File: src/common/irtmc_pkg.sv
// constants and types of the infrared transceiver mode controller
package irtmc_pkg;
   localparam int unsigned clk_period_ns = 100;
   localparam int unsigned setup_time_ns = 200;
   localparam int unsigned hold_time_ns = 200;
   localparam int unsigned max_pulse_us = 80;
   localparam int unsigned restart_time_us = 500;
   localparam int unsigned setup_cycles = (setup_time_ns + clk_period_ns - 1) / clk_period_ns;
   localparam int unsigned hold_cycles = (hold_time_ns + clk_period_ns - 1) / clk_period_ns;
   localparam int unsigned max_pulse_cycles = (max_pulse_us * 1000) / clk_period_ns;
   localparam int unsigned restart_cycles = (restart_time_us * 1000 + clk_period_ns - 1) / clk_period_ns;
   localparam int unsigned cnt_width = 13;
   localparam logic reset_mode = 1'b0;
   localparam logic reset_shutdown = 1'b1;
   localparam int unsigned buf_depth = 2;

   typedef enum logic [2:0]
   {
      irtmc_idle = 3'b000,
      irtmc_sd_high = 3'b001,
      irtmc_setup = 3'b010,
      irtmc_hold = 3'b011,
      irtmc_restart = 3'b100
   } irtmc_state_e;
endpackage : irtmc_pkg

File: src/verilog/irtmc_ctrl.sv
// host-side controller for the infrared transceiver: mode sequencing and data pins
`timescale 1ns/1ps
`default_nettype none
// Contract
// - static mode level low selects low, high selects high bandwidth
// - use low bandwidth up to 115.2 kbit/s, high bandwidth above
// - high mode: shutdown high, data high, 200 ns, shutdown low, hold 200 ns
// - low mode: shutdown high, data low, 200 ns, shutdown low, hold 200 ns
// - mode pin floats in dynamic programming; device may drive indicator
module irtmc_ctrl
(
   input wire logic ref_clk,
   input wire logic reset_n,
   input wire logic mode_req_valid,
   input wire logic mode_req_high,
   input wire logic use_static_mode,
   output logic mode_busy,
   output logic mode_current,
   input wire logic tx_valid,
   input wire logic tx_bit,
   output logic tx_ready,
   output logic rx_valid,
   output logic rx_bit,
   input wire logic rx_ready,
   input wire logic enable,
   output logic tx_data,
   output logic shutdown_in,
   input wire logic rx_pin,
   output logic mode_pin_o,
   output logic mode_pin_oe_n,
   input wire logic mode_pin_i
);
   import irtmc_pkg::*;

   // ------------------------------------------------
   // input synchronisers and transmit history
   // ------------------------------------------------
   logic rx_meta;
   logic rx_sync;
   logic rx_prev;
   logic mode_meta;
   logic mode_sync;
   logic [2:0] tx_hist;

   always_ff @(posedge ref_clk)
   begin
      if (!reset_n)
      begin
         rx_meta <= 1'b1;
         rx_sync <= 1'b1;
         rx_prev <= 1'b1;
         mode_meta <= 1'b0;
         mode_sync <= 1'b0;
         tx_hist <= 3'h0;
      end
      else
      begin
         rx_meta <= rx_pin;
         rx_sync <= rx_meta;
         rx_prev <= rx_sync;
         mode_meta <= mode_pin_i;
         mode_sync <= mode_meta;
         tx_hist <= {tx_hist[1:0], tx_data};
      end
   end

   // ------------------------------------------------
   // mode sequencer
   // ------------------------------------------------
   irtmc_state_e state;
   logic [cnt_width-1:0] cnt;
   logic target;
   logic mode;
   logic tx_out_valid;
   logic tx_out_bit;

   always_ff @(posedge ref_clk)
   begin
      if (!reset_n)
      begin
         state <= irtmc_idle;
         cnt <= '0;
         target <= reset_mode;
         mode <= reset_mode;
      end
      else
      begin
         unique case (state)
            irtmc_idle:
            begin
               // sequence only when no word is in flight
               if (mode_req_valid && !use_static_mode && !tx_data && !tx_out_valid)
               begin
                  target <= mode_req_high;
                  state <= irtmc_sd_high;
               end
            end
            irtmc_sd_high:
            begin
               cnt <= cnt_width'(setup_cycles + 1); // data rises a cycle after shutdown
               state <= irtmc_setup;
            end
            irtmc_setup:
            begin
               if (cnt == cnt_width'(1))
               begin
                  cnt <= cnt_width'(hold_cycles);
                  mode <= target;
                  state <= irtmc_hold;
               end
               else
               begin
                  cnt <= cnt - 1'b1;
               end
            end
            irtmc_hold:
            begin
               if (cnt == cnt_width'(1))
               begin
                  cnt <= cnt_width'(restart_cycles);
                  state <= irtmc_restart;
               end
               else
               begin
                  cnt <= cnt - 1'b1;
               end
            end
            irtmc_restart:
            begin
               if (cnt == cnt_width'(1))
               begin
                  state <= irtmc_idle;
               end
               else
               begin
                  cnt <= cnt - 1'b1;
               end
            end
            default:
            begin
               state <= irtmc_idle;
            end
         endcase
         if (use_static_mode)
         begin
            mode <= mode_req_high;
         end
      end
   end

   // ------------------------------------------------
   // pins
   // ------------------------------------------------
   logic tx_take;
   logic [cnt_width-1:0] pulse_cnt;

   assign tx_take = (state == irtmc_idle) && !shutdown_in && tx_out_valid;

   always_ff @(posedge ref_clk)
   begin
      if (!reset_n)
      begin
         shutdown_in <= reset_shutdown;
         tx_data <= 1'b0;
         pulse_cnt <= '0;
         mode_pin_o <= 1'b0;
         mode_pin_oe_n <= 1'b1;
         mode_busy <= 1'b0;
         mode_current <= reset_mode;
      end
      else
      begin
         mode_busy <= (state != irtmc_idle);
         mode_current <= mode;
         mode_pin_o <= mode_req_high;
         mode_pin_oe_n <= !use_static_mode;
         unique case (state)
            irtmc_sd_high:
            begin
               shutdown_in <= 1'b1;
               tx_data <= 1'b0;
            end
            irtmc_setup:
            begin
               tx_data <= target;
               if (cnt == cnt_width'(1))
               begin
                  shutdown_in <= 1'b0;
               end
            end
            irtmc_hold:
            begin
               if (cnt == cnt_width'(1))
               begin
                  tx_data <= 1'b0;
               end
            end
            irtmc_restart:
            begin
               tx_data <= 1'b0;
            end
            irtmc_idle:
            begin
               shutdown_in <= !enable;
               if (tx_take)
               begin
                  // stay under the emitter cut-off
                  if (tx_out_bit && pulse_cnt < cnt_width'(max_pulse_cycles - 1))
                  begin
                     tx_data <= 1'b1;
                     pulse_cnt <= pulse_cnt + 1'b1;
                  end
                  else
                  begin
                     tx_data <= 1'b0;
                     pulse_cnt <= '0;
                  end
               end
               else
               begin
                  tx_data <= 1'b0;
                  pulse_cnt <= '0;
               end
            end
            default:
            begin
               tx_data <= 1'b0;
            end
         endcase
      end
   end

   // ------------------------------------------------
   // transmit buffer
   // ------------------------------------------------
   irtmc_buf #(.width(1), .depth(buf_depth)) tx_buf
   (
      .ref_clk(ref_clk),
      .reset_n(reset_n),
      .in_data(tx_bit),
      .in_valid(tx_valid),
      .in_ready(tx_ready),
      .out_data(tx_out_bit),
      .out_valid(tx_out_valid),
      .out_ready(tx_take)
   );

   // ------------------------------------------------
   // receive: one bit per received pulse out of shutdown
   // ------------------------------------------------
   always_ff @(posedge ref_clk)
   begin
      if (!reset_n)
      begin
         rx_valid <= 1'b0;
         rx_bit <= 1'b0;
      end
      else if (rx_valid && !rx_ready)
      begin
         rx_valid <= 1'b1;
      end
      else
      begin
         // falling edge of active-low receive only when awake and idle
         rx_valid <= (state == irtmc_idle) && !shutdown_in && rx_prev && !rx_sync && !tx_data
            && (tx_hist == 3'h0);
         rx_bit <= 1'b1;
      end
   end
endmodule : irtmc_ctrl
`default_nettype wire

File: src/verilog/irtmc_buf.sv
// two-entry valid/ready buffer
`timescale 1ns/1ps
`default_nettype none
module irtmc_buf
#(
   parameter int unsigned width = 1,
   parameter int unsigned depth = 2
)
(
   input wire logic ref_clk,
   input wire logic reset_n,
   input wire logic [width-1:0] in_data,
   input wire logic in_valid,
   output logic in_ready,
   output logic [width-1:0] out_data,
   output logic out_valid,
   input wire logic out_ready
);
   logic [width-1:0] mem [depth];
   logic [$clog2(depth):0] count;
   logic [$clog2(depth)-1:0] wr_ptr;
   logic [$clog2(depth)-1:0] rd_ptr;
   logic push;
   logic pop;

   assign in_ready = (count != ($clog2(depth)+1)'(depth));
   assign out_valid = (count != '0);
   assign out_data = mem[rd_ptr];
   assign push = in_valid && in_ready;
   assign pop = out_valid && out_ready;

   always_ff @(posedge ref_clk)
   begin
      if (push)
      begin
         mem[wr_ptr] <= in_data;
      end
   end

   always_ff @(posedge ref_clk)
   begin
      if (!reset_n)
      begin
         count <= '0;
         wr_ptr <= '0;
         rd_ptr <= '0;
      end
      else
      begin
         if (push)
         begin
            wr_ptr <= ($clog2(depth))'((wr_ptr + 1'b1) % depth);
         end
         if (pop)
         begin
            rd_ptr <= ($clog2(depth))'((rd_ptr + 1'b1) % depth);
         end
         count <= ($clog2(depth)+1)'(count + push - pop);
      end
   end
endmodule : irtmc_buf
`default_nettype wire

File: config.mk
export PLATFORM = sky130hd
export DESIGN_NAME = irtmc_ctrl
export DESIGN_NICKNAME = d
export VERILOG_FILES = /design/src/common/irtmc_pkg.sv /design/src/verilog/irtmc_ctrl.sv /design/src/verilog/irtmc_buf.sv
export SDC_FILE = /design/constraint.sdc
export NUM_CORES = 1
export LEC_CHECK = 0
export BUFFER_PORTS_ARGS = -buffer_cell sky130_fd_sc_hd__buf_2
export CORE_ASPECT_RATIO = 2
export CORE_MARGIN = 2
export CORE_UTILIZATION = 59
export CTS_CLUSTER_DIAMETER = 100
export CTS_CLUSTER_SIZE = 12
export DETAILED_ROUTE_END_ITERATION = 6
export PLACE_DENSITY = 0.78
export SYNTH_ARGS = -nofsm -noshare
export SYNTH_HDL_FRONTEND = slang
export SYNTH_SLANG_ARGS = --single-unit
File: constraint.sdc
create_clock -name ref_clk -period 2.45 [get_ports ref_clk]
set_clock_uncertainty 0.15 [all_clocks]
set_input_delay 0.1225 -clock ref_clk [delete_from_list [all_inputs] [get_ports ref_clk]]
set_output_delay 0.1225 -clock ref_clk [all_outputs]
set_load 0.02 [all_outputs]
Yosys cells after proc, flatten, opt, wreduce, memory -nomap -nowiden
Memory sizes are Yosys's and may differ from the RTL's. A register that Yosys moved wholly into a read port is not among the register bits.
Index checks and enable logic that the tools add are counted.
W data, S select, Z words.
{"block": "op_classes", "n_div": 0, "n_addsub": 6, "shifts": 0, "bitwise_logic": 0, "eq_ne": 11, "mul": 0, "n_lt_le_gt_ge": 1, "n_reduce_logical": 33, "mux": 24}
{"op": "$mux W13", "n": 5}
{"op": "$pmux W13 S4", "n": 1}
{"op": "$pmux W3 S5", "n": 1}
{"op": "$add A13 B1 Y13 const B", "n": 1}
{"op": "$eq A13 B1 Y1 const B", "n": 1}
{"op": "$logic_and A1 B1 Y1", "n": 13}
{"op": "$lt A13 B10 Y1 const B", "n": 1}
{"op": "$sub A13 B1 Y13 const B", "n": 1}
{"op": "$mux W3", "n": 4}
{"op": "$ne A2 B2 Y1 const B", "n": 6}
{"op": "$mux W1", "n": 11}
{"op": "$reduce_and A2 Y1", "n": 4}
{"op": "$logic_not A1 Y1", "n": 7}
{"op": "$eq A3 B2 Y1 const B", "n": 2}
{"op": "$logic_not A3 Y1", "n": 2}
{"op": "$pmux W1 S3", "n": 2}
{"op": "$reduce_bool A2 Y1", "n": 3}
{"op": "$reduce_bool A3 Y1", "n": 2}
{"op": "$reduce_and A4 Y1", "n": 1}
{"op": "$reduce_bool A4 Y1", "n": 1}
{"op": "$eq A3 B1 Y1 const B", "n": 1}
{"op": "$eq A3 B3 Y1 const B", "n": 1}
{"op": "$add A1 B1 Y1 const B", "n": 2}
{"op": "$add A2 B1 Y2", "n": 1}
{"op": "$sub A2 B1 Y2", "n": 1}
{"block": "totals", "romBits": 0, "n_memories": 1, "ram_bits": 2, "ff_bits": 49, "latchBits": 0}
{"name": "tx_buf.mem", "words": 2, "word_bits": 1, "read_ports": 1, "rd_clocked_by_memory_dff": 1, "wr": 1, "line": "irtmc_buf.sv:19", "text": "logic [width-1:0] mem [depth];"}

Logic depth before layout (Yosys ltp)
{"block": "logic_depth", "ltp_word": 7, "mapped_depth": 9, "depth_no_buf": 8}

Cells and area by module
A second synthesis with hierarchy kept.
{"block": "hier_totals", "cells_unflattened": 292, "hier_area_um2": 2631.3}
{"module": "irtmc_ctrl", "instances": 1, "cells_each": 265, "area_each_um2": 2324.7, "seq_area_each_um2": 900.9}
{"module": "irtmc_buf", "instances": 1, "cells_each": 27, "area_each_um2": 306.5, "seq_area_each_um2": 160.2}

Worst setup path after synthesis
OpenSTA, ideal clock, no wires.
{"block": "synth_path", "path_type": "reg-to-reg", "from": "register cnt[1]", "to": "register cnt[7]", "required_time_ns": 2.180, "path_slack_ns": 0.322, "setup_time_ns": 0.120, "path_buffers": 1, "arrival_ns": 1.859, "stages_incl_launch_ff": 9, "cell_sequence": "dfxtp_1 clkbuf_1 inv_1 ha_1 or4b_1 nor3_2 o41ai_1 and2_1 o31a_1"}
{"block": "synth_via", "elab_chain_len": 3, "word_cells_on_any_way": 8, "cone_classes": "add/sub: 1; eq/ne: 2; mux: 4; reduce/logical: 1"}
{"element": "from (decl)", "line": "irtmc_ctrl.sv:71", "text": "logic [cnt_width-1:0] cnt;"}
{"element": "from (signal assigned)", "line": "irtmc_ctrl.sv:100", "text": "cnt <= cnt_width'(setup_cycles + 1);"}
{"element": "from (signal assigned)", "line": "irtmc_ctrl.sv:107", "text": "cnt <= cnt_width'(hold_cycles);"}
{"element": "from (signal assigned)", "line": "irtmc_ctrl.sv:113", "text": "cnt <= cnt - 1'b1;"}
{"element": "$sub A13 B1 Y13 or $eq A13 B1 Y1 (tied branches)"}
{"element": "$mux W13, or another cell as far along", "line": "irtmc_ctrl.sv:130", "text": "if (cnt == cnt_width'(1))"}
{"element": "$pmux W13 S4 or $reduce_and A2 Y1 (tied branches)"}
Parallel ways exist; a longest one is shown, timed or not. The select of a mux whose other input is x is not followed.
A chain may end at the register's enable or synchronous reset.

Final worst setup path
{"block": "layout_path", "from": "register cnt[1]", "to": "register cnt[0]"}
{"block": "layout_via", "elab_chain_len": 3, "word_cells_on_any_way": 6, "cone_classes": "eq/ne: 2; mux: 3; reduce/logical: 1"}
{"element": "$eq A13 B1 Y1 *", "line": "irtmc_ctrl.sv:105, irtmc_ctrl.sv:118, irtmc_ctrl.sv:130"}
{"element": "$mux W13, or another cell as far along", "line": "irtmc_ctrl.sv:118", "text": "if (cnt == cnt_width'(1))"}
{"element": "$pmux W13 S4 or $reduce_and A2 Y1 (tied branches)"}
Every way passes the cells marked *; elsewhere a longest branch is shown, timed or not.

==> flow_summary_export.csv <==
group,metric,value,unit
status,status,"completed",
synthesis,ys_ff_latch,52,
global_routing,grt_usage,28.2,%
clock_network,clock_path_buffers,2,
synthesis,synth.distinct_cells,61,
pwr,power,2.44,mW
run,maxCapViolations,0,
timing,hold_viol,0,
clock_network,cts_buffers,5,
place,io_buffers,18,
pwr,pwr-share-clk,21.2,%
pwr,cellPowerDensity,816,mW/mm2
routing,wirelength,6640,um
floorplan,ios,20,
timing,period_share,92.8,%
setup_path,end_kind,"register",
setup_path,crit_chain,"inv_1 -> ha_1 -> nor4b_1 -> and4_2 -> nor4_1 -> a2111oi_1",
setup_path,critPathMaxFanout,12,
clock_network,clkSinkCount,52,
global_routing,grt_first_pass_wirelength,10900,um
place,dpl-instance-area,0.00284,mm2
timing,finalWorstPathRequiredPeriod,2.27,ns
setup_path,critical_path_class,"register to register",
timing,final_max_slew_viol_count,0,
min_path,hold_class,"input pin to register",
timing,final-setup-viol-count,0,
layout,antenna_cells,0,
pwr,switching_power,0.932,mW
setup_path,critPathRequiredTime,2.46,ns
pwr,p_int,1.51,mW
clock_network,cts.htree.levels,2,
synthesis,syn_avg_cell_area,8.52,um2
routing,drt-wirelength-per-cell,16.8,um
layout,drive_gt1_share,16.4,%
layout,syn_to_final_growth,13.0,%
layout,nets,357,
pwr,p_seq_share,41.7,%
setup_path,start_kind,"register",
routing,vias_per_cell,6.29,
min_path,hold_path_depth,2,
floorplan,initial_core_util,61.0,%
synthesis,synth_top_cell_area_share,37.8,%
timing,hold_slack,0.0257,ns
clock_network,clock_latency,0.31,ns
clock_network,cts_tree,"yes",
global_routing,grt_pass1_vias,2359,
clock_network,root_buffer,"clkbuf_8",
global_routing,antenna_found_initial,0,
clock_network,clk_pin_slew,0.10,ns
pwr,p_leak,1.16,nW
floorplan,dieArea,0.00507,mm2
synthesis,async_flop_share,0,%
timing,worst_pin_slew,0.635,ns
setup_path,crit_slowest_cell,"a2111oi_1",
synthesis,synth_common_cells,"50 x dfxtp_1, 27 x nor2_1, 22 x nand2_1, 20 x o21ai_0, 18 x a21oi_1",
pwr,vdd_drop_max,0.740,mV
pwr,p_comb_share,37.1,%
routing,drtIter0Drc,136,
synthesis,synth_edf_count,2,
layout,num-fill-cells,379,
place,dp_hpwl,4820,um
synthesis,synth_area_leaders,"dfxtp_1 38%, nor2_1 3.8%, o21ai_0 3.8%, a21oi_1 3.4%, nand2_1 3.1%",
floorplan,die_x,51.4,um
synthesis,syn_nets,327,
synthesis,synth_warnings,0,
routing,drtAntennaViolNets,0,
synthesis,netlist_area,0.00265,mm2
timing,max-slew-margin-rel,57.5,%
place,gp_congestion,0.956,
routing,route.vias.total,2489,
layout,instances_no_fill,396,
setup_path,max_stage_delay,0.49,ns
setup_path,r2r_cells,6,
routing,drc,0,
synthesis,synth_ff_type,"dfxtp_1",
floorplan,rows,34,
global_routing,grt.overflow.total,0,
synthesis,synth_top_area_cell,"dfxtp_1",
synthesis,seq_area_frac_synth,40.1,%
synthesis,synth.most_common_cell,"dfxtp_1",
floorplan,core,0.00434,mm2
pwr,swShare,38.2,%
synthesis,synth_cells,311,
timing,maxClockFrequency,0.440,GHz
setup_path,arrival,2.28,ns
floorplan,die_h,98.8,um
global_routing,grt_max_degree,25,
routing,dr.pass1.iters,5,
place,dp_cells,382,
layout,design_area,0.00299,mm2
layout,utilization,69.0,%
==> timing repair <==
item / 4_1_cts / 5_1_grt
hold buffers: 6 / 0
setup endpoints to repair: 0 / 6
setup buffers: 0 / 0
endpoints found under the hold margin: 10 / 0
gates resized for setup: 0 / 1
==> power by group through the flow <==
stage | sequential, mW | clock (mW) | combinational [mW]
floorplan | 1.02 | 0 | 0.668
detailed placement | 1.04 | 0 | 0.881
CTS | 1.02 | 0.533 | 0.893
global route | 1.03 | 0.572 | 1.00
global placement | 1.03 | 0 | 0.861
finish | 1.02 | 0.517 | 0.905
==> state kept, by name, indices dropped and copies added (netlist names), 2 cells and up, named ones only <==
name	flops
state	3
tx_buf.count	2
pulse_cnt	13
tx_hist	3
tx_buf.mem	2
cnt	13
==> layer usage <==
metal,vias to the layer above,GRT usage [%],part of all wire (%)
met5,-,0,0
met4,0,15.0,3.5
met3,24,3.48,4.2
met2,93,51.6,57
met1,1186,29.9,36
li1,1186,-,-
==> layout by cell type, fill, tap and decap left out, drive strengths merged, types with 6 or more instances in the layout <==
master and count:
dfxtp 50, buf 36, nor2 27, nand2 22
o21ai 21, a21oi 19, nand3 14, inv 13
nor3 12, nand4 9, a31oi 9, and3 8
nand2b 8, and2 7, nor4 7, xnor2 6
mux2i 6, dlygate4sd3 6
==> worst max-delay path: cells and delay by family, from the launching register on <==
kind	cells	cell delay, ns
AO/OA/AOI/OAI	1	0.49
adder cells (fa/ha/maj)	1	0.23
buffers and inverters	1	0.08
flip-flops	1	0.32
AND/OR/NAND/NOR	3	0.86
==> cell families after synthesis <==
logic type / count (synthesis) / synth area share, %
AO/OA/AOI/OAI: 75 / 18.5
AND/OR/NAND/NOR: 128 / 26.8
multiplexers: 7 / 2.69
flip-flops: 52 / 40.1
buffers and inverters: 33 / 6.00
adder cells (fa/ha/maj): 5 / 2.36
XOR/XNOR: 11 / 3.64
==> final cells by class <==
class / count / area, um2 / area share [%]
Clock inverter: 3 / 27.5 / 0.920
Tap cell: 54 / 67.6 / 2.26
Multi-Input combinational cell: 226 / 1430 / 47.8
Inverter: 14 / 52.6 / 1.76
Sequential cell: 52 / 1060 / 35.5
Clock buffer: 5 / 68.8 / 2.30
Timing Repair Buffer: 42 / 285 / 9.53
==> metrics by stage <==
| step | setup slack [ns] | setup TNS [ns] |
|---|---|---|
| 2_1_floorplan | 0.322 | 0 |
| 3_3_place_gp | 0.246 | 0 |
| 3_5_place_dp | 0.257 | 0 |
| 4_1_cts | 0.115 | 0 |
| 5_1_grt | -0.0236 | -0.0250 |
| 6_report | 0.175 | 0 |
==> final timing paths <==
kind                              start                    endpoint  slack (ns)
max                 cnt[1]$_SDFFE_PN0P_         cnt[0]$_SDFFE_PN0P_        0.18
min                             reset_n    mode_pin_oe_n$_SDFF_PN1_        0.03
max reg2reg         cnt[1]$_SDFFE_PN0P_         cnt[0]$_SDFFE_PN0P_        0.18
min reg2reg  pulse_cnt[12]$_SDFFE_PN0P_  pulse_cnt[12]$_SDFFE_PN0P_        0.30
Power figures use the tool's default switching activity.
